## config.mk

```make
export PLATFORM = sky130hd
export DESIGN_NAME = dual_wiper_serial_control
export DESIGN_NICKNAME = d
export VERILOG_FILES = /design/src/wiper_pkg.sv /design/src/dual_wiper_serial_control.sv /design/src/pin_sync.sv /design/src/saved_store.sv
export VERILOG_INCLUDE_DIRS = /design/src /design/src/src
export SDC_FILE = /design/constraint.sdc
export NUM_CORES = 1
export LEC_CHECK = 0
export ABC_AREA = 1
export BUFFER_PORTS_ARGS = -buffer_cell sky130_fd_sc_hd__buf_2
export CAP_MARGIN = 20
export CORE_MARGIN = 8
export CORE_UTILIZATION = 54
export DETAILED_ROUTE_END_ITERATION = 12
export GPL_TIMING_DRIVEN = 0
export MAX_ROUTING_LAYER = met4
export PLACE_DENSITY_LB_ADDON = 0.2
export SLEW_MARGIN = 30
export SYNTH_ARGS = -nofsm -noshare
export SYNTH_HDL_FRONTEND = slang
export SYNTH_SLANG_ARGS = --single-unit
```

## constraint.sdc

```tcl
create_clock -name CLK -period 1.6 [get_ports CLK]
set_clock_uncertainty 0.05 [all_clocks]
set_input_delay 0.08 -clock CLK [delete_from_list [all_inputs] [get_ports CLK]]
set_output_delay 0.08 -clock CLK [all_outputs]
set_load 0.005 [all_outputs]
```

## src/wiper_defines.svh

```systemverilog
/*
 Constants for the dual wiper serial control slave: address pattern, command
 field positions and codes, timing figures. Assumes a 50 MHz system clock.
*/
// Notes on behaviour
// - Each of two wipers takes one of 256 positions from an eight-bit value.
// - After reset, saved values are copied into the live wiper registers.
// - A value accepted into a live register drives the wiper output at once.
// - Write-protect high or open refuses every write to saved storage.
// - Write-protect high lets the live register change only by recall.
// - Write-protect low allows saved writes, recall and direct live writes.
// - Slave address upper four bits are fixed at 0101.
// - Low three address bits equal the three strap pins, bit two first.
// - Eighth address bit low means write; high means no operation.
// - START is data falling with clock high; STOP is data rising, clock high.
// - Clock and data both stay high while the bus is idle.
// - One bit per clock pulse; data changes only while clock is low.
// - Receiver holds data low during the ninth clock pulse to acknowledge.
// - Clock is input only; data is driven only as open drain.
// - First byte after write address is command; next byte goes where it says.
// - Command picks live or saved target, or orders a copy between them.
// - Live write stores data in the live register and moves the wiper.
// - Saved write stores data only in storage; wiper stays put.
// - Bits 6..4 pick operation 001/010/110/101; bits 1..0 pick A, B or both.
// - Recall copies the saved value into the live register.
// - Store copies the present live value into saved storage.
// - Power-up load completes within ten microseconds.
`ifndef WIPER_DEFINES_SVH
`define WIPER_DEFINES_SVH

`define ADDR_FIXED_NIBBLE 4'h5
`define CMD_OP_HI 6
`define CMD_OP_LO 4
`define CMD_SEL_HI 1
`define CMD_SEL_LO 0
`define OP_LIVE_WRITE 3'h1
`define OP_SAVED_WRITE 3'h2
`define OP_RECALL 3'h6
`define OP_STORE 3'h5
`define SEL_A_BIT 0
`define SEL_B_BIT 1
`define SAVED_RESET 8'h80
`define CLK_MHZ 50
`define INIT_TIME_NS 10000
`define INIT_CYCLES ((`INIT_TIME_NS * `CLK_MHZ) / 1000)
`define LAST_BIT_IDX 3'h7
`define BIT_CNT_ZERO 3'h0
`define ADDR_HI 7
`define ADDR_LO 1
`define ADDR_FLAG_BIT 0
`define SYNC_SCL 5
`define SYNC_SDA 4
`define SYNC_PROTECT 3
`define SYNC_STRAP_HI 2
`define SYNC_STRAP_LO 0

`endif

```

## src/wiper_pkg.sv

```systemverilog
/*
 Types shared by the wiper control slave and its helpers.
 Assumes the defines header is compiled alongside.
*/
package wiper_pkg;

	typedef logic [7:0] tap_t;

	typedef struct packed {
		logic [2:0] op;
		logic [1:0] sel;
	} command_t;

	typedef struct packed {
		tap_t a;
		tap_t b;
	} wiper_pair_t;

	typedef enum logic [2:0] {
		ST_IDLE,
		ST_ADDR,
		ST_CMD,
		ST_DATA,
		ST_ACK,
		ST_IGNORE
	} link_state_t;

endpackage : wiper_pkg

```

## src/dual_wiper_serial_control.sv

```systemverilog
/*
 Two-wire serial slave that sets two 256-tap wiper positions.
 Assumes an external pull-up on the data wire and a master that clocks
 slowly compared with CLK (clock period well above four CLK periods).
*/
`timescale 1ns/1ps
`default_nettype none
`include "wiper_defines.svh"
module dual_wiper_serial_control (
	// Clock and reset
	input wire logic CLK,
	input wire logic RSTN,
	// Serial link pins
	input wire logic SCL_IN,
	input wire logic SDA_IN,
	output logic SDA_OUT,
	output logic SDA_OE,
	// Straps and protect
	input wire logic ADDR_STRAP_BIT0,
	input wire logic ADDR_STRAP_BIT1,
	input wire logic ADDR_STRAP_BIT2,
	input wire logic WRITE_PROTECT,
	// Wiper positions and status
	output wiper_pkg::tap_t WIPER_A,
	output wiper_pkg::tap_t WIPER_B,
	output logic INIT_DONE
);
	import wiper_pkg::*;

	////////////////////////////////////////////////////////////////////////
	// Pin synchronisation

	logic [5:0] sync_vec;
	logic scl_s;
	logic sda_s;
	logic protect_s;
	logic [2:0] strap_s;

	pin_sync #(.WIDTH(6)) u_sync (
		.CLK(CLK),
		.RSTN(RSTN),
		.pin_in({SCL_IN, SDA_IN, WRITE_PROTECT, ADDR_STRAP_BIT2, ADDR_STRAP_BIT1,
			ADDR_STRAP_BIT0}),
		.pin_out(sync_vec)
	);

	assign scl_s = sync_vec[`SYNC_SCL];
	assign sda_s = sync_vec[`SYNC_SDA];
	// Sync resets high, so an open protect pin reads as protected
	assign protect_s = sync_vec[`SYNC_PROTECT];
	assign strap_s = sync_vec[`SYNC_STRAP_HI:`SYNC_STRAP_LO];

	logic scl_q;
	logic sda_q;

	always_ff @(posedge CLK or negedge RSTN) begin
		if (!RSTN) begin
			scl_q <= 1'b1;
			sda_q <= 1'b1;
		end else begin
			scl_q <= scl_s;
			sda_q <= sda_s;
		end
	end

	logic scl_rise;
	logic scl_fall;
	logic start_det;
	logic stop_det;

	assign scl_rise = scl_s && !scl_q;
	assign scl_fall = !scl_s && scl_q;
	assign start_det = scl_s && scl_q && sda_q && !sda_s;
	assign stop_det = scl_s && scl_q && !sda_q && sda_s;

	////////////////////////////////////////////////////////////////////////
	// Power-up load timer

	localparam int INIT_CNT = `INIT_CYCLES;
	localparam int INIT_W = $clog2(INIT_CNT + 1);

	logic [INIT_W-1:0] init_cnt_q;
	logic init_done_q;

	always_ff @(posedge CLK or negedge RSTN) begin
		if (!RSTN) begin
			init_cnt_q <= '0;
			init_done_q <= 1'b0;
		end else if (!init_done_q) begin
			init_cnt_q <= init_cnt_q + 1'b1;
			// Load happens on the first cycle; the flag marks the period end
			if (init_cnt_q == INIT_W'(INIT_CNT - 1)) begin
				init_done_q <= 1'b1;
			end
		end
	end

	logic init_load;
	assign init_load = !init_done_q && (init_cnt_q == '0);
	assign INIT_DONE = init_done_q;

	////////////////////////////////////////////////////////////////////////
	// Serial receive state machine

	link_state_t state_q;
	link_state_t after_ack_q;
	logic [2:0] bit_cnt_q;
	logic [7:0] shift_q;
	logic ack_drive_q;
	logic ack_seen_rise_q;
	command_t cmd_q;
	logic [7:0] data_q;
	logic commit_q;

	logic [7:0] shift_next;
	logic [6:0] own_addr;

	assign shift_next = {shift_q[6:0], sda_s};
	assign own_addr = {`ADDR_FIXED_NIBBLE, strap_s};

	logic in_byte;
	logic byte_done;
	logic addr_hit;
	logic ack_take;
	logic ack_seen;
	logic ack_end;

	assign in_byte = (state_q == ST_ADDR) || (state_q == ST_CMD) || (state_q == ST_DATA);
	assign byte_done = in_byte && scl_rise && (bit_cnt_q == `LAST_BIT_IDX);
	// Write-only: a read or no-op flag is not acknowledged
	assign addr_hit = (shift_next[`ADDR_HI:`ADDR_LO] == own_addr)
		&& !shift_next[`ADDR_FLAG_BIT];
	// Pull low after the eighth falling edge, release after the ninth
	assign ack_take = (state_q == ST_ACK) && scl_fall && !ack_drive_q && !ack_seen_rise_q;
	assign ack_seen = (state_q == ST_ACK) && scl_rise && ack_drive_q;
	assign ack_end = (state_q == ST_ACK) && scl_fall && ack_seen_rise_q;

	// Transaction state; START and STOP override every bit and ack phase
	always_ff @(posedge CLK or negedge RSTN) begin
		if (!RSTN) begin
			state_q <= ST_IDLE;
			after_ack_q <= ST_IDLE;
		end else if (start_det) begin
			// Repeated START drops any partial transaction
			state_q <= ST_ADDR;
		end else if (stop_det) begin
			state_q <= ST_IDLE;
		end else begin
			case (state_q)
				ST_IDLE, ST_IGNORE: begin
					// Only a START leaves ST_IDLE; a START or a STOP leaves ST_IGNORE
					state_q <= state_q;
				end
				ST_ADDR: begin
					if (byte_done) begin
						state_q <= addr_hit ? ST_ACK : ST_IGNORE;
						after_ack_q <= ST_CMD;
					end
				end
				ST_CMD: begin
					if (byte_done) begin
						state_q <= ST_ACK;
						after_ack_q <= ST_DATA;
					end
				end
				ST_DATA: begin
					if (byte_done) begin
						state_q <= ST_ACK;
						after_ack_q <= ST_IGNORE;
					end
				end
				ST_ACK: begin
					if (ack_end) begin
						state_q <= after_ack_q;
					end
				end
				default: begin
					state_q <= ST_IDLE;
				end
			endcase
		end
	end

	always_ff @(posedge CLK or negedge RSTN) begin
		if (!RSTN) begin
			bit_cnt_q <= `BIT_CNT_ZERO;
			shift_q <= 8'h00;
		end else if (start_det || ack_end) begin
			bit_cnt_q <= `BIT_CNT_ZERO;
		end else if (in_byte && scl_rise) begin
			shift_q <= shift_next;
			bit_cnt_q <= bit_cnt_q + 3'h1;
		end
	end

	always_ff @(posedge CLK or negedge RSTN) begin
		if (!RSTN) begin
			ack_drive_q <= 1'b0;
			ack_seen_rise_q <= 1'b0;
		end else if (start_det || stop_det) begin
			ack_drive_q <= 1'b0;
		end else if (byte_done) begin
			ack_seen_rise_q <= 1'b0;
		end else if (ack_take) begin
			ack_drive_q <= 1'b1;
		end else if (ack_seen) begin
			ack_seen_rise_q <= 1'b1;
		end else if (ack_end || state_q != ST_ACK) begin
			ack_drive_q <= 1'b0;
		end
	end

	always_ff @(posedge CLK or negedge RSTN) begin
		if (!RSTN) begin
			cmd_q <= '0;
			data_q <= 8'h00;
		end else if (byte_done && state_q == ST_CMD) begin
			cmd_q <= '{op: shift_next[`CMD_OP_HI:`CMD_OP_LO],
				sel: shift_next[`CMD_SEL_HI:`CMD_SEL_LO]};
		end else if (byte_done && state_q == ST_DATA) begin
			data_q <= shift_next;
		end
	end

	// Commit only once the data byte is acknowledged
	always_ff @(posedge CLK or negedge RSTN) begin
		if (!RSTN) begin
			commit_q <= 1'b0;
		end else begin
			commit_q <= ack_end && (after_ack_q == ST_IGNORE);
		end
	end

	// Open drain: only ever pull low, never drive high
	assign SDA_OUT = 1'b0;
	assign SDA_OE = ack_drive_q;

	////////////////////////////////////////////////////////////////////////
	// Command execution

	wiper_pair_t live_q;
	wiper_pair_t saved;
	logic [1:0] saved_wr;
	wiper_pair_t saved_wr_data;
	logic [1:0] live_wr;
	logic [1:0] recall;
	logic is_live;
	logic is_saved;
	logic is_recall;
	logic is_store;

	assign is_live = commit_q && cmd_q.op == `OP_LIVE_WRITE;
	assign is_saved = commit_q && cmd_q.op == `OP_SAVED_WRITE;
	assign is_recall = commit_q && cmd_q.op == `OP_RECALL;
	assign is_store = commit_q && cmd_q.op == `OP_STORE;

	always_comb begin
		saved_wr = 2'h0;
		saved_wr_data = '{a: data_q, b: data_q};
		if (is_saved) begin
			saved_wr = cmd_q.sel;
		end else if (is_store) begin
			saved_wr = cmd_q.sel;
			saved_wr_data = live_q;
		end
	end

	assign live_wr = (is_live && !protect_s) ? cmd_q.sel : 2'h0;
	assign recall = is_recall ? cmd_q.sel : 2'h0;

	saved_store u_store (
		.CLK(CLK),
		.RSTN(RSTN),
		.protect(protect_s),
		.wr_en(saved_wr),
		.wr_data(saved_wr_data),
		.saved(saved)
	);

	always_ff @(posedge CLK or negedge RSTN) begin
		if (!RSTN) begin
			live_q <= '0;
		end else if (init_load) begin
			live_q <= saved;
		end else begin
			if (recall[`SEL_A_BIT]) begin
				live_q.a <= saved.a;
			end else if (live_wr[`SEL_A_BIT]) begin
				live_q.a <= data_q;
			end
			if (recall[`SEL_B_BIT]) begin
				live_q.b <= saved.b;
			end else if (live_wr[`SEL_B_BIT]) begin
				live_q.b <= data_q;
			end
		end
	end

	// Eight-bit register gives exactly 256 positions
	assign WIPER_A = live_q.a;
	assign WIPER_B = live_q.b;

endmodule : dual_wiper_serial_control
`default_nettype wire

```

## src/pin_sync.sv

```systemverilog
/*
 Two-flop synchroniser for the serial pins, one per bit by generate loop.
 Assumes the inputs are asynchronous to CLK; the outputs reset high (idle).
*/
`timescale 1ns/1ps
`default_nettype none
module pin_sync #(
	parameter int WIDTH = 2
) (
	// Clock and reset
	input wire logic CLK,
	input wire logic RSTN,
	// Pins in, synchronised out
	input wire logic [WIDTH-1:0] pin_in,
	output logic [WIDTH-1:0] pin_out
);
	genvar i;
	generate
		for (i = 0; i < WIDTH; i++) begin : g_bit
			logic meta_q;
			logic sync_q;
			always_ff @(posedge CLK or negedge RSTN) begin
				if (!RSTN) begin
					meta_q <= 1'b1;
					sync_q <= 1'b1;
				end else begin
					meta_q <= pin_in[i];
					sync_q <= meta_q;
				end
			end
			assign pin_out[i] = sync_q;
		end
	endgenerate
endmodule : pin_sync
`default_nettype wire

```

## src/saved_store.sv

```systemverilog
/*
 Saved (nonvolatile-like) storage for both wipers. Writes land only while
 the protect input is low. Assumes write strobes are one-cycle pulses.
*/
`timescale 1ns/1ps
`default_nettype none
`include "wiper_defines.svh"
module saved_store (
	// Clock and reset
	input wire logic CLK,
	input wire logic RSTN,
	// Control
	input wire logic protect,
	input wire logic [1:0] wr_en,
	input wire wiper_pkg::wiper_pair_t wr_data,
	// Contents
	output wiper_pkg::wiper_pair_t saved
);
	import wiper_pkg::*;

	// Reset value stands in for the factory-programmed midscale
	always_ff @(posedge CLK or negedge RSTN) begin
		if (!RSTN) begin
			saved <= '{a: `SAVED_RESET, b: `SAVED_RESET};
		end else if (!protect) begin
			if (wr_en[`SEL_A_BIT]) begin
				saved.a <= wr_data.a;
			end
			if (wr_en[`SEL_B_BIT]) begin
				saved.b <= wr_data.b;
			end
		end
	end
endmodule : saved_store
`default_nettype wire

```

==> impl_summary.txt, run 1 <==
----------------------------------------------------
[Worst setup path]
  CP startpoint kind ... flip-flop
  Crit-path most repeated cell ... nand3_1
  CP Cell Sequence ... inv_1 -> ha_2 -> nand2_2 -> nor3_4 -> inv_2 -> nand2_4 -> inv_4 -> nand3_1 -> nand3_1
  CP Data Arrival Time ... 1720 ps
  Crit. End Element ... flip-flop
  CP required ... 1790 ps
  Critical path buffer and inverter count ... 3
  Critical path's top delay family ... simple AND/OR/NAND/NOR gates
  Largest stage delay on the critical path ... 410 ps
  CP Class ... flip-flop to flip-flop
  Worst-path fanout max ... 8
  Worst-path cell with the longest stage delay ... dfrtp_1

[Finish]
  Net total in the final layout ... 493
  Final cell utilization of the core ... 0.6779
  Layout overhead on the synthesized area ... 23.66%
  Cell Count, Final, Fillers Out ... 585
  Number of filler cells placed in the layout ... 580
  Proportion of layout cells with a drive suffix above 1 ... 0.3004
  Antenna fix cells ... 0
  Commonest non-fill, non-tap cell in the layout ... nand2_1
  Commonest cells after routing, fill and taps aside ... nand2_1, dfrtp_1, nand3_1

[Clock network]
  Depth of the CTS H-tree ... 3
  Clock tree from TritonCTS ... yes
  Total number of clock tree sinks ... 88
  Clock Tree Buf Depth ... 2
  Clock tree root buffer cell ... clkbuf_8
  Inserted Clock Buffers ... 9
  Clk pin slew, worst setup/hold paths ... 80 ps
  Worst-Skew Late Latency ... 350 ps

[Timing]
  Final TNS setup ... 0 ps
  Setup-failing EPs final ... 0
  Ratio of final minimum period to clock period ... 0.9619
  Period minus WS final ... 1539 ps
  Fmax ... 649.8 MHz
  Number of slew-limit violations in the final report ... 0
  Count of final hold-check violations ... 0
  Setup repair after global routing missed its margin ... yes
  Worst Slack Setup Final ... 60.95 ps

[Detailed routing]
  Drt first pass iters ... 4
  Routed via count divided by cell count ... 5.463
  Vias after detailed routing ... 3196
  Routed WL per cell ... 15.16 µm
  Initial detailed-routing violation count ... 180
  Final Routed Wirelength ... 8866 µm
  Final routed DRC violation total ... 0
  Post-route ant nets ... 0

[Place]
  I/O Buffers ... 25
  HPWL Detailed ... 5815 µm
  Final weighted congestion in routability-driven placement ... 0.8740
  Placed Instances ... 541
  Worst setup slack after placement ... -214.4 ps

[Yosys]
  Most used flip-flop cell after synthesis ... dfrtp_1
  Main area contributors after synthesis ... dfrtp_1, dfstp_2, nand2_1
  Number of distinct library cell variants in the gate-level netlist after synthesis ... 36
  Part of the Yosys area used for sequential elements ... 0.5680
  EDFF count, synth ... 0
  Avg Synthesized Cell Area ... 9.405 µm²
  Post-synthesis cell area ... 3913 µm²
  Post-Synthesis Cells ... 416
  Syn. warnings ... 0
  Fraction of post-synthesis cell area in the top cell type by area ... 0.4605
  Async SR Flop Fraction ... 1.000
  Syn Nets ... 428
  Post-synth top area cell ... dfrtp_1
  Flop and latch count out of synthesis ... 88

[Pwr]
  Portion of total power attributed to sequential cells ... 0.519
  Power density of the placed cells ... 1009 nW/µm²
  Logic pwr share ... 0.152
  Pwr Total ... 4.884 mW
  Leakage power figure ... 2.322 nW
  Power share of the clock group ... 0.329
  NetSw ... 1.375 mW
  Max IR drop VDD ... 809.3 µV
  Cell-internal power ... 3.509 mW
  Sw Ratio ... 0.2815

[Outcome]
  Outcome ... finished clean

[Global route]
  Vias in the first global route ... 3091
  Antenna violations before repair ... 0
  Maximum number of pins on one net before global-route repair ... 51
  GR Overflow Total ... 0
  Global-route wire length before repair ... 14740 µm
  Global Route Usage Sum ... 0.1870

[Floorplanning]
  Number of top-level pins ... 27
  Height of the die ... 101.1 µm
  Placeable Area ... 7137 µm²
  Area of the die ... 10230 µm²
  Site Rows ... 31
  Starting density of the core ... 0.5482
  Die boundary width ... 101.1 µm

[Run]
  Max-cap violations ... 0

[Min path]
  Type of the most critical hold path ... input pin to asynchronous set/reset pin

----------------------------------------------------
==> cell families after synthesis <==
kind of cell,count (synthesis),share of synthesized area
other,1,0.0009585
and+or+nand+nor,191,0.2261
adders and majority gates,4,0.01279
DFF,88,0.5680
xor gates and xnor gates,9,0.02015
AOI/OAI and AO/OA,72,0.1196
buffers and inverters,51,0.05245
==> flip-flops by register name, summed over array words and instances (netlist names) <==
register,flops
bit_cnt_q,3
state_q,3
u_store.saved,16
SDA_OE,1
ack_seen_rise_q,1
shift_q,7
init_cnt_q,9
u_sync.g_bit.meta_q,6
sda_q,1
cmd_q,5
WIPER_B,8
WIPER_A,8
data_q,8
INIT_DONE,1
commit_q,1
after_ack_q,3
u_sync.g_bit.sync_q,6
scl_q,1
==> repair_timing <==
item | CTS | global route
endpoints found under the setup margin | 47 | 58
gates cloned | 0 | 1
gates resized for setup | 20 | 42
hold endpoints to repair | 80 | 0
pin swaps | 3 | 13
hold buffers | 7 | 0
buffers inserted | 7 | 13
==> cell type report <==
| cell class | instances | area (µm²) | share of cell area |
|---|---|---|---|
| Sequential cell | 88 | 2226 | 0.4600 |
| Multi-Input combinational cell | 277 | 1629 | 0.3367 |
| Timing Repair Buffer | 54 | 411.6 | 0.08508 |
| Clock buffer | 13 | 168.9 | 0.03491 |
| Inverter | 41 | 161.4 | 0.03336 |
| Tap cell | 99 | 123.9 | 0.02560 |
| Buffer | 10 | 77.57 | 0.01603 |
| Clock inverter | 3 | 40.04 | 0.008275 |
==> routing by layer <==
layer / vias up / global-route usage / wire length, µm
li1: 1530 / - / -
met1: 1541 / 0.2339 / 3867
met2: 105 / 0.2839 / 4234
met3: 20 / 0.04144 / 504
met4: 0 / 0.08477 / 259
met5: - / - / 0
==> worst reg2reg max path: stages (launching register included) <==
cell	delay [ps]
dfrtp_1	410
inv_1	70
ha_2	170
nand2_2	70
nor3_4	190
inv_2	110
nand2_4	120
inv_4	70
nand3_1	90
nand3_1	80
==> stage by stage <==
stage,hold slack [ps],area [µm²]
floorplan,-265.6,3913
global placement,134.5,4161
detailed placement,-37.96,4195
CTS,149.0,4589
global route,171.5,4838
finish,143.4,4838
==> cells in the mapped netlist (2+ instances only) <==
library cell  number
nor2_4             2
nor2_2             3
a21oi_1           19
dfrtp_1           72
buf_2              2
xnor2_1            3
nand3_1           57
ha_1               4
nand2_1           91
xor2_1             6
o21ai_1           18
o21ai_2            9
clkbuf_1           5
dfstp_2           16
inv_2              7
a41oi_1           16
nand4_1            3
inv_1             34
nor2_1            19
a22o_1             2
nand2_2            3
nor3_1             7
o21ai_0            5
==> worst paths after layout <==
kind                                     endpoint  slack [ps]                   start  cells after the start
max                                    WIPER_B[3]          60           init_cnt_q[0]                      9
max in group asynchronous  u_sync.g_bit[2].meta_q         740                    RSTN                      3
max reg2reg                            WIPER_B[3]          60           init_cnt_q[0]                      9
min in group CLK           u_sync.g_bit[4].sync_q         300  u_sync.g_bit[4].meta_q                      0
min reg2reg                u_sync.g_bit[4].sync_q         300  u_sync.g_bit[4].meta_q                      0
min                              u_store.saved[6]         140                    RSTN                      2
==> power by group through the flow <==
stage | clock, mW | sequential, mW | combinational [mW]
final | 1.61 | 2.53 | 0.745
after global placement | 0 | 2.56 | 0.645
after detailed placement | 0 | 2.57 | 0.679
after CTS | 1.63 | 2.53 | 0.703
after global routing | 1.76 | 2.55 | 0.850
after floorplan | 0 | 2.54 | 0.491
No activity file was read; power rests on OpenSTA's default activity.
==> run 2: changes to the inputs <==
--- a/config.mk
+++ b/config.mk
@@ -13,7 +13,6 @@
 export CORE_UTILIZATION = 54
 export DETAILED_ROUTE_END_ITERATION = 12
 export GPL_TIMING_DRIVEN = 0
-export MAX_ROUTING_LAYER = met4
 export PLACE_DENSITY_LB_ADDON = 0.2
 export SLEW_MARGIN = 30
 export SYNTH_ARGS = -nofsm -noshare
==> impl_summary.txt, run 2 (same netlist as run 1, synthesis figures left out) <==
----------------------------------------------------
[Outcome]
  Outcome ... finished clean

[Min path]
  Type of the most critical hold path ... input pin to asynchronous set/reset pin

[Detailed routing]
  Initial detailed-routing violation count ... 124
  Final routed DRC violation total ... 0
  Post-route ant nets ... 0
  Drt first pass iters ... 6
  Final Routed Wirelength ... 9019 µm
  Routed WL per cell ... 15.16 µm
  Routed via count divided by cell count ... 5.469
  Vias after detailed routing ... 3254

[Worst setup path]
  CP required ... 1780 ps
  Crit. End Element ... flip-flop
  RR Startpoint ... init_cnt_q[3]
  Depth of the worst register-to-register path ... 7
  Register-to-register setup slack ... 30 ps
  CP Data Arrival Time ... 1750 ps
  CP startpoint kind ... flip-flop
  Critical path buffer and inverter count ... 2
  Endpoint of the most critical register-to-register path ... WIPER_B[3]
  Critical path's top delay family ... simple AND/OR/NAND/NOR gates
  Worst-path cell with the longest stage delay ... dfrtp_1
  Worst-path fanout max ... 8
  CP Cell Sequence ... or2_1 -> nor3_2 -> inv_2 -> nand2_4 -> inv_4 -> nand3_1 -> nand3_2
  Largest stage delay on the critical path ... 400 ps
  CP Class ... flip-flop to flip-flop

[Finish]
  Biggest register ... u_store.saved
  Largest registers ranked by flip-flop count ... u_store.saved: 16 flops, init_cnt_q: 9 flops
  Layout overhead on the synthesized area ... 25.01%
  Final cell utilization of the core ... 0.6853
  Commonest cells after routing, fill and taps aside ... nand2_1, dfrtp_1, nand3_1
  Max FFs per register ... 16
  Proportion of layout cells with a drive suffix above 1 ... 0.3085
  Commonest non-fill, non-tap cell in the layout ... nand2_1
  Net total in the final layout ... 503
  Antenna fix cells ... 0

[Floorplanning]
  Height of the die ... 101.1 µm
  Number of top-level pins ... 27
  Die boundary width ... 101.1 µm
  Starting density of the core ... 0.5482
  Area of the die ... 10230 µm²
  Site Rows ... 31
  Placeable Area ... 7137 µm²

[Clock network]
  Inserted Clock Buffers ... 9
  Clock tree from TritonCTS ... yes
  Clock tree root buffer cell ... clkbuf_8
  Total number of clock tree sinks ... 88
  Worst-Skew Late Latency ... 340 ps
  Clock Tree Buf Depth ... 2
  Depth of the CTS H-tree ... 3
  Clk pin slew, worst setup/hold paths ... 80 ps

[Global route]
  GR Overflow Total ... 0
  Antenna violations before repair ... 0
  Global-route wire length before repair ... 15110 µm
  Vias in the first global route ... 3175
  Maximum number of pins on one net before global-route repair ... 52
  Global Route Usage Sum ... 0.1870

[Pwr]
  Max IR drop VDD ... 706.2 µV
  Power density of the placed cells ... 977.5 nW/µm²
  Leakage power figure ... 2.349 nW

[Timing]
  Fmax ... 635.7 MHz
  Setup-failing EPs final ... 0
  Final TNS setup ... 0 ps
  Count of final hold-check violations ... 0
  Number of slew-limit violations in the final report ... 0
  Period minus WS final ... 1573 ps
  Setup repair after global routing missed its margin ... yes
  Ratio of final minimum period to clock period ... 0.9832

[Run]
  Max-cap violations ... 0

[Place]
  HPWL Detailed ... 6020 µm
  Final weighted congestion in routability-driven placement ... 0.9023
  I/O Buffers ... 25

----------------------------------------------------
## run 2: cell types whose count changed in the layout (fill, tap and decap cells not counted), sizes merged
cell,delta
buf,+9
clkbuf,-2
clkinvlp,+2
clkinv,+1
## run 2: area by class of cell
cell class | instances | area (µm²)
tap | 99 | 123.9
multi-input combinational | 277 | 1617
timing repair buffer | 64 | 499.2
buffer | 10 | 77.57
sequential | 88 | 2225
fill | 569 | 2246
clock buffer | 10 | 127.6
clock inverter | 6 | 60.06
inverter | 41 | 161.4
## run 2: routing by layer
| layer | GRT usage | vias up | share of wire | wire length, µm |
|---|---|---|---|---|
| met3 | 0.04006 | 32 | 0.054 | 487 |
| met5 | 0 | - | 0 | 0 |
| li1 | - | 1554 | - | - |
| met1 | 0.2437 | 1557 | 0.44 | 3924 |
| met4 | 0.1077 | 0 | 0.040 | 360 |
| met2 | 0.2819 | 111 | 0.47 | 4247 |
## run 2: stage by stage
| stage | std cells | total power, mW | setup slack [ps] | area, µm² | hold WS, ps |
|---|---|---|---|---|---|
| floorplan | 416 | 3.033 | 97.92 | 3913 | -265.6 |
| global placement | 540 | 3.203 | -302.7 | 4161 | 134.3 |
| detailed placement | 541 | 3.244 | -246.7 | 4195 | -43.33 |
| CTS | 573 | 4.745 | -37.26 | 4564 | 152.8 |
| global route | 595 | 5.061 | -45.04 | 4891 | 187.5 |
| finish | 595 | 4.781 | 26.83 | 4891 | 163.2 |
## run 2: power breakdown
| group | total, mW | switching [mW] | internal [mW] |
|---|---|---|---|
| Combinational | 0.768 | 0.477 | 0.291 |
| Clock | 1.47 | 0.759 | 0.714 |
| Sequential | 2.54 | 0.139 | 2.40 |
| Total | 4.78 | 1.38 | 3.41 |
## run 2: worst max-delay path by stage
stage,startpoint,end,slack (ps),cells after the start
6_report,init_cnt_q[3],WIPER_B[3],30,7
5_1_grt,init_cnt_q[1],WIPER_B[3],-50,9
4_1_cts,cmd_q[3],WIPER_A[5],-40,6
3_5_place_dp,init_cnt_q[0],WIPER_B[3],-250,9
3_3_place_gp,RSTN,bit_cnt_q[2],-300,1
2_1_floorplan,u_sync.g_bit[5].sync_q,after_ack_q[1],100,7
## run 2: what timing repair did
item,4_1_cts,5_1_grt
cloned,0,1
hold buffers,7,0
hold endpoints to repair,80,0
gates resized for setup,14,44
pin swaps,3,9
buffers inserted,9,21
endpoints found under the setup margin,46,52
==> run 3: changes to the inputs <==
--- a/config.mk
+++ b/config.mk
@@ -11,9 +11,10 @@
 export CAP_MARGIN = 20
 export CORE_MARGIN = 8
 export CORE_UTILIZATION = 54
+export CTS_CLUSTER_SIZE = 40
 export DETAILED_ROUTE_END_ITERATION = 12
 export GPL_TIMING_DRIVEN = 0
-export PLACE_DENSITY_LB_ADDON = 0.2
+export PLACE_DENSITY = 0.85
 export SLEW_MARGIN = 30
 export SYNTH_ARGS = -nofsm -noshare
 export SYNTH_HDL_FRONTEND = slang
==> impl_summary.txt, run 3 (same netlist as run 1, synthesis figures left out) <==
----------------------------------------------------
[Floorplanning]
  Die boundary width ... 101.1 µm
  Placeable Area ... 7137 µm²
  Starting density of the core ... 0.5482
  Site Rows ... 31
  Height of the die ... 101.1 µm
  Number of top-level pins ... 27
  Area of the die ... 10230 µm²

[Worst setup path]
  Largest stage delay on the critical path ... 450 ps
  Critical path's top delay family ... simple AND/OR/NAND/NOR gates
  Depth of the worst register-to-register path ... 6
  CP startpoint kind ... flip-flop
  CP Class ... flip-flop to flip-flop
  Worst-path fanout max ... 4
  Crit. End Element ... flip-flop
  RR Startpoint ... cmd_q[3]
  CP required ... 1840 ps
  CP Cell Sequence ... nor3_2 -> nand3_2 -> buf_4 -> nor2_2 -> nand3_1 -> nand3_1
  CP Data Arrival Time ... 1830 ps
  Worst-path cell with the longest stage delay ... dfrtp_1
  Crit-path most repeated cell ... nand3_1
  Critical path buffer and inverter count ... 1
  Register-to-register setup slack ... 10 ps
  Endpoint of the most critical register-to-register path ... WIPER_A[5]
  Origin of the worst setup path ... cmd_q[3]

[Finish]
  Cell Count, Final, Fillers Out ... 588
  Proportion of layout cells with a drive suffix above 1 ... 0.2883
  Commonest non-fill, non-tap cell in the layout ... nand2_1
  Commonest cells after routing, fill and taps aside ... nand2_1, dfrtp_1, nand3_1
  Layout overhead on the synthesized area ... 22.83%
  Antenna fix cells ... 0
  Post-route cell area ... 4806 µm²
  Max FFs per register ... 16
  Net total in the final layout ... 496
  Largest registers ranked by flip-flop count ... u_store.saved: 16 flops, init_cnt_q: 9 flops
  Biggest register ... u_store.saved

[Place]
  Post-detailed-placement cell area ... 4195 µm²
  Final weighted congestion in routability-driven placement ... 0.9152
  I/O Buffers ... 25
  Placed Instances ... 541
  HPWL Detailed ... 5981 µm

[Global route]
  Global-route wire length before repair ... 15260 µm
  Maximum number of pins on one net before global-route repair ... 53
  Antenna violations before repair ... 0
  GR Overflow Total ... 0
  Vias in the first global route ... 3208
  Global Route Usage Sum ... 0.1870

[Clock network]
  Clk pin slew, worst setup/hold paths ... 90 ps
  Worst-Skew Late Latency ... 350 ps
  Inserted Clock Buffers ... 9
  Depth of the CTS H-tree ... 3
  Clock tree root buffer cell ... clkbuf_8
  Total number of clock tree sinks ... 88
  Clock tree from TritonCTS ... yes
  Clock Tree Buf Depth ... 2

[Pwr]
  Max IR drop VDD ... 732.9 µV
  Leakage power figure ... 2.309 nW
  Power density of the placed cells ... 1004 nW/µm²

[Detailed routing]
  Vias after detailed routing ... 3366
  Routed WL per cell ... 16.29 µm
  Post-route ant nets ... 0
  Final Routed Wirelength ... 9576 µm
  Routed via count divided by cell count ... 5.724
  Final routed DRC violation total ... 0
  Initial detailed-routing violation count ... 295
  Drt first pass iters ... 5

[Min path]
  Type of the most critical hold path ... input pin to asynchronous set/reset pin

[Timing]
  Setup repair after global routing missed its margin ... yes
  Period minus WS final ... 1586 ps
  Final TNS setup ... 0 ps
  Count of final hold-check violations ... 0
  Ratio of final minimum period to clock period ... 0.9911
  Number of slew-limit violations in the final report ... 0
  Fmax ... 630.6 MHz
  Setup-failing EPs final ... 0

[Run]
  Max-cap violations ... 0

[Outcome]
  Outcome ... finished clean

----------------------------------------------------
-- run 3: metal layers --
metal  track usage  wire, µm
met2        0.2955      4633
met3       0.03246       742
met5             0         0
met4        0.1077       384
met1        0.2369      3817
-- run 3: final cells by class --
type / count / area (µm²)
tap: 99 / 123.9
inverter: 41 / 158.9
sequential: 88 / 2225
timing repair buffer: 56 / 414.1
buffer: 10 / 73.82
multi-input combinational: 278 / 1622
clock buffer: 10 / 127.6
fill: 543 / 2331
clock inverter: 6 / 61.31
-- run 3: how the worst max path moves through the flow --
| stage | endpoint | slack (ps) | cells past startpoint |
|---|---|---|---|
| 6_report | WIPER_A[5] | 10 | 6 |
| 5_1_grt | WIPER_B[6] | -70 | 9 |
| 4_1_cts | WIPER_A[3] | -30 | 6 |
| 3_5_place_dp | u_store.saved[10] | -210 | 5 |
| 3_3_place_gp | bit_cnt_q[2] | -280 | 1 |
| 2_1_floorplan | after_ack_q[1] | 100 | 7 |
-- run 3: metrics by stage --
step	utilization	hold slack, ps	power (mW)	setup slack (ps)
3_3_place_gp	0.5831	134.7	3.190	-276.7
3_5_place_dp	0.5878	-50.70	3.247	-209.4
2_1_floorplan	-	-265.6	3.033	97.92
6_report	0.6734	124.7	4.825	14.22
4_1_cts	0.6362	125.8	4.747	-25.69
5_1_grt	0.6734	161.6	5.051	-69.75
-- run 3: report_power, final --
group	total [mW]	switching, mW	internal [mW]
registers	2.54	0.140	2.40
clock network	1.50	0.784	0.717
logic	0.783	0.488	0.295
-- run 3: repair_timing --
| item | 4_1_cts | 5_1_grt |
|---|---|---|
| cloned | 0 | 1 |
| hold buffers | 7 | 0 |
| endpoints found under the setup margin | 48 | 54 |
| gates resized for setup | 17 | 33 |
| hold endpoints to repair | 80 | 0 |
| setup buffers | 4 | 19 |
| pin swaps | 2 | 27 |
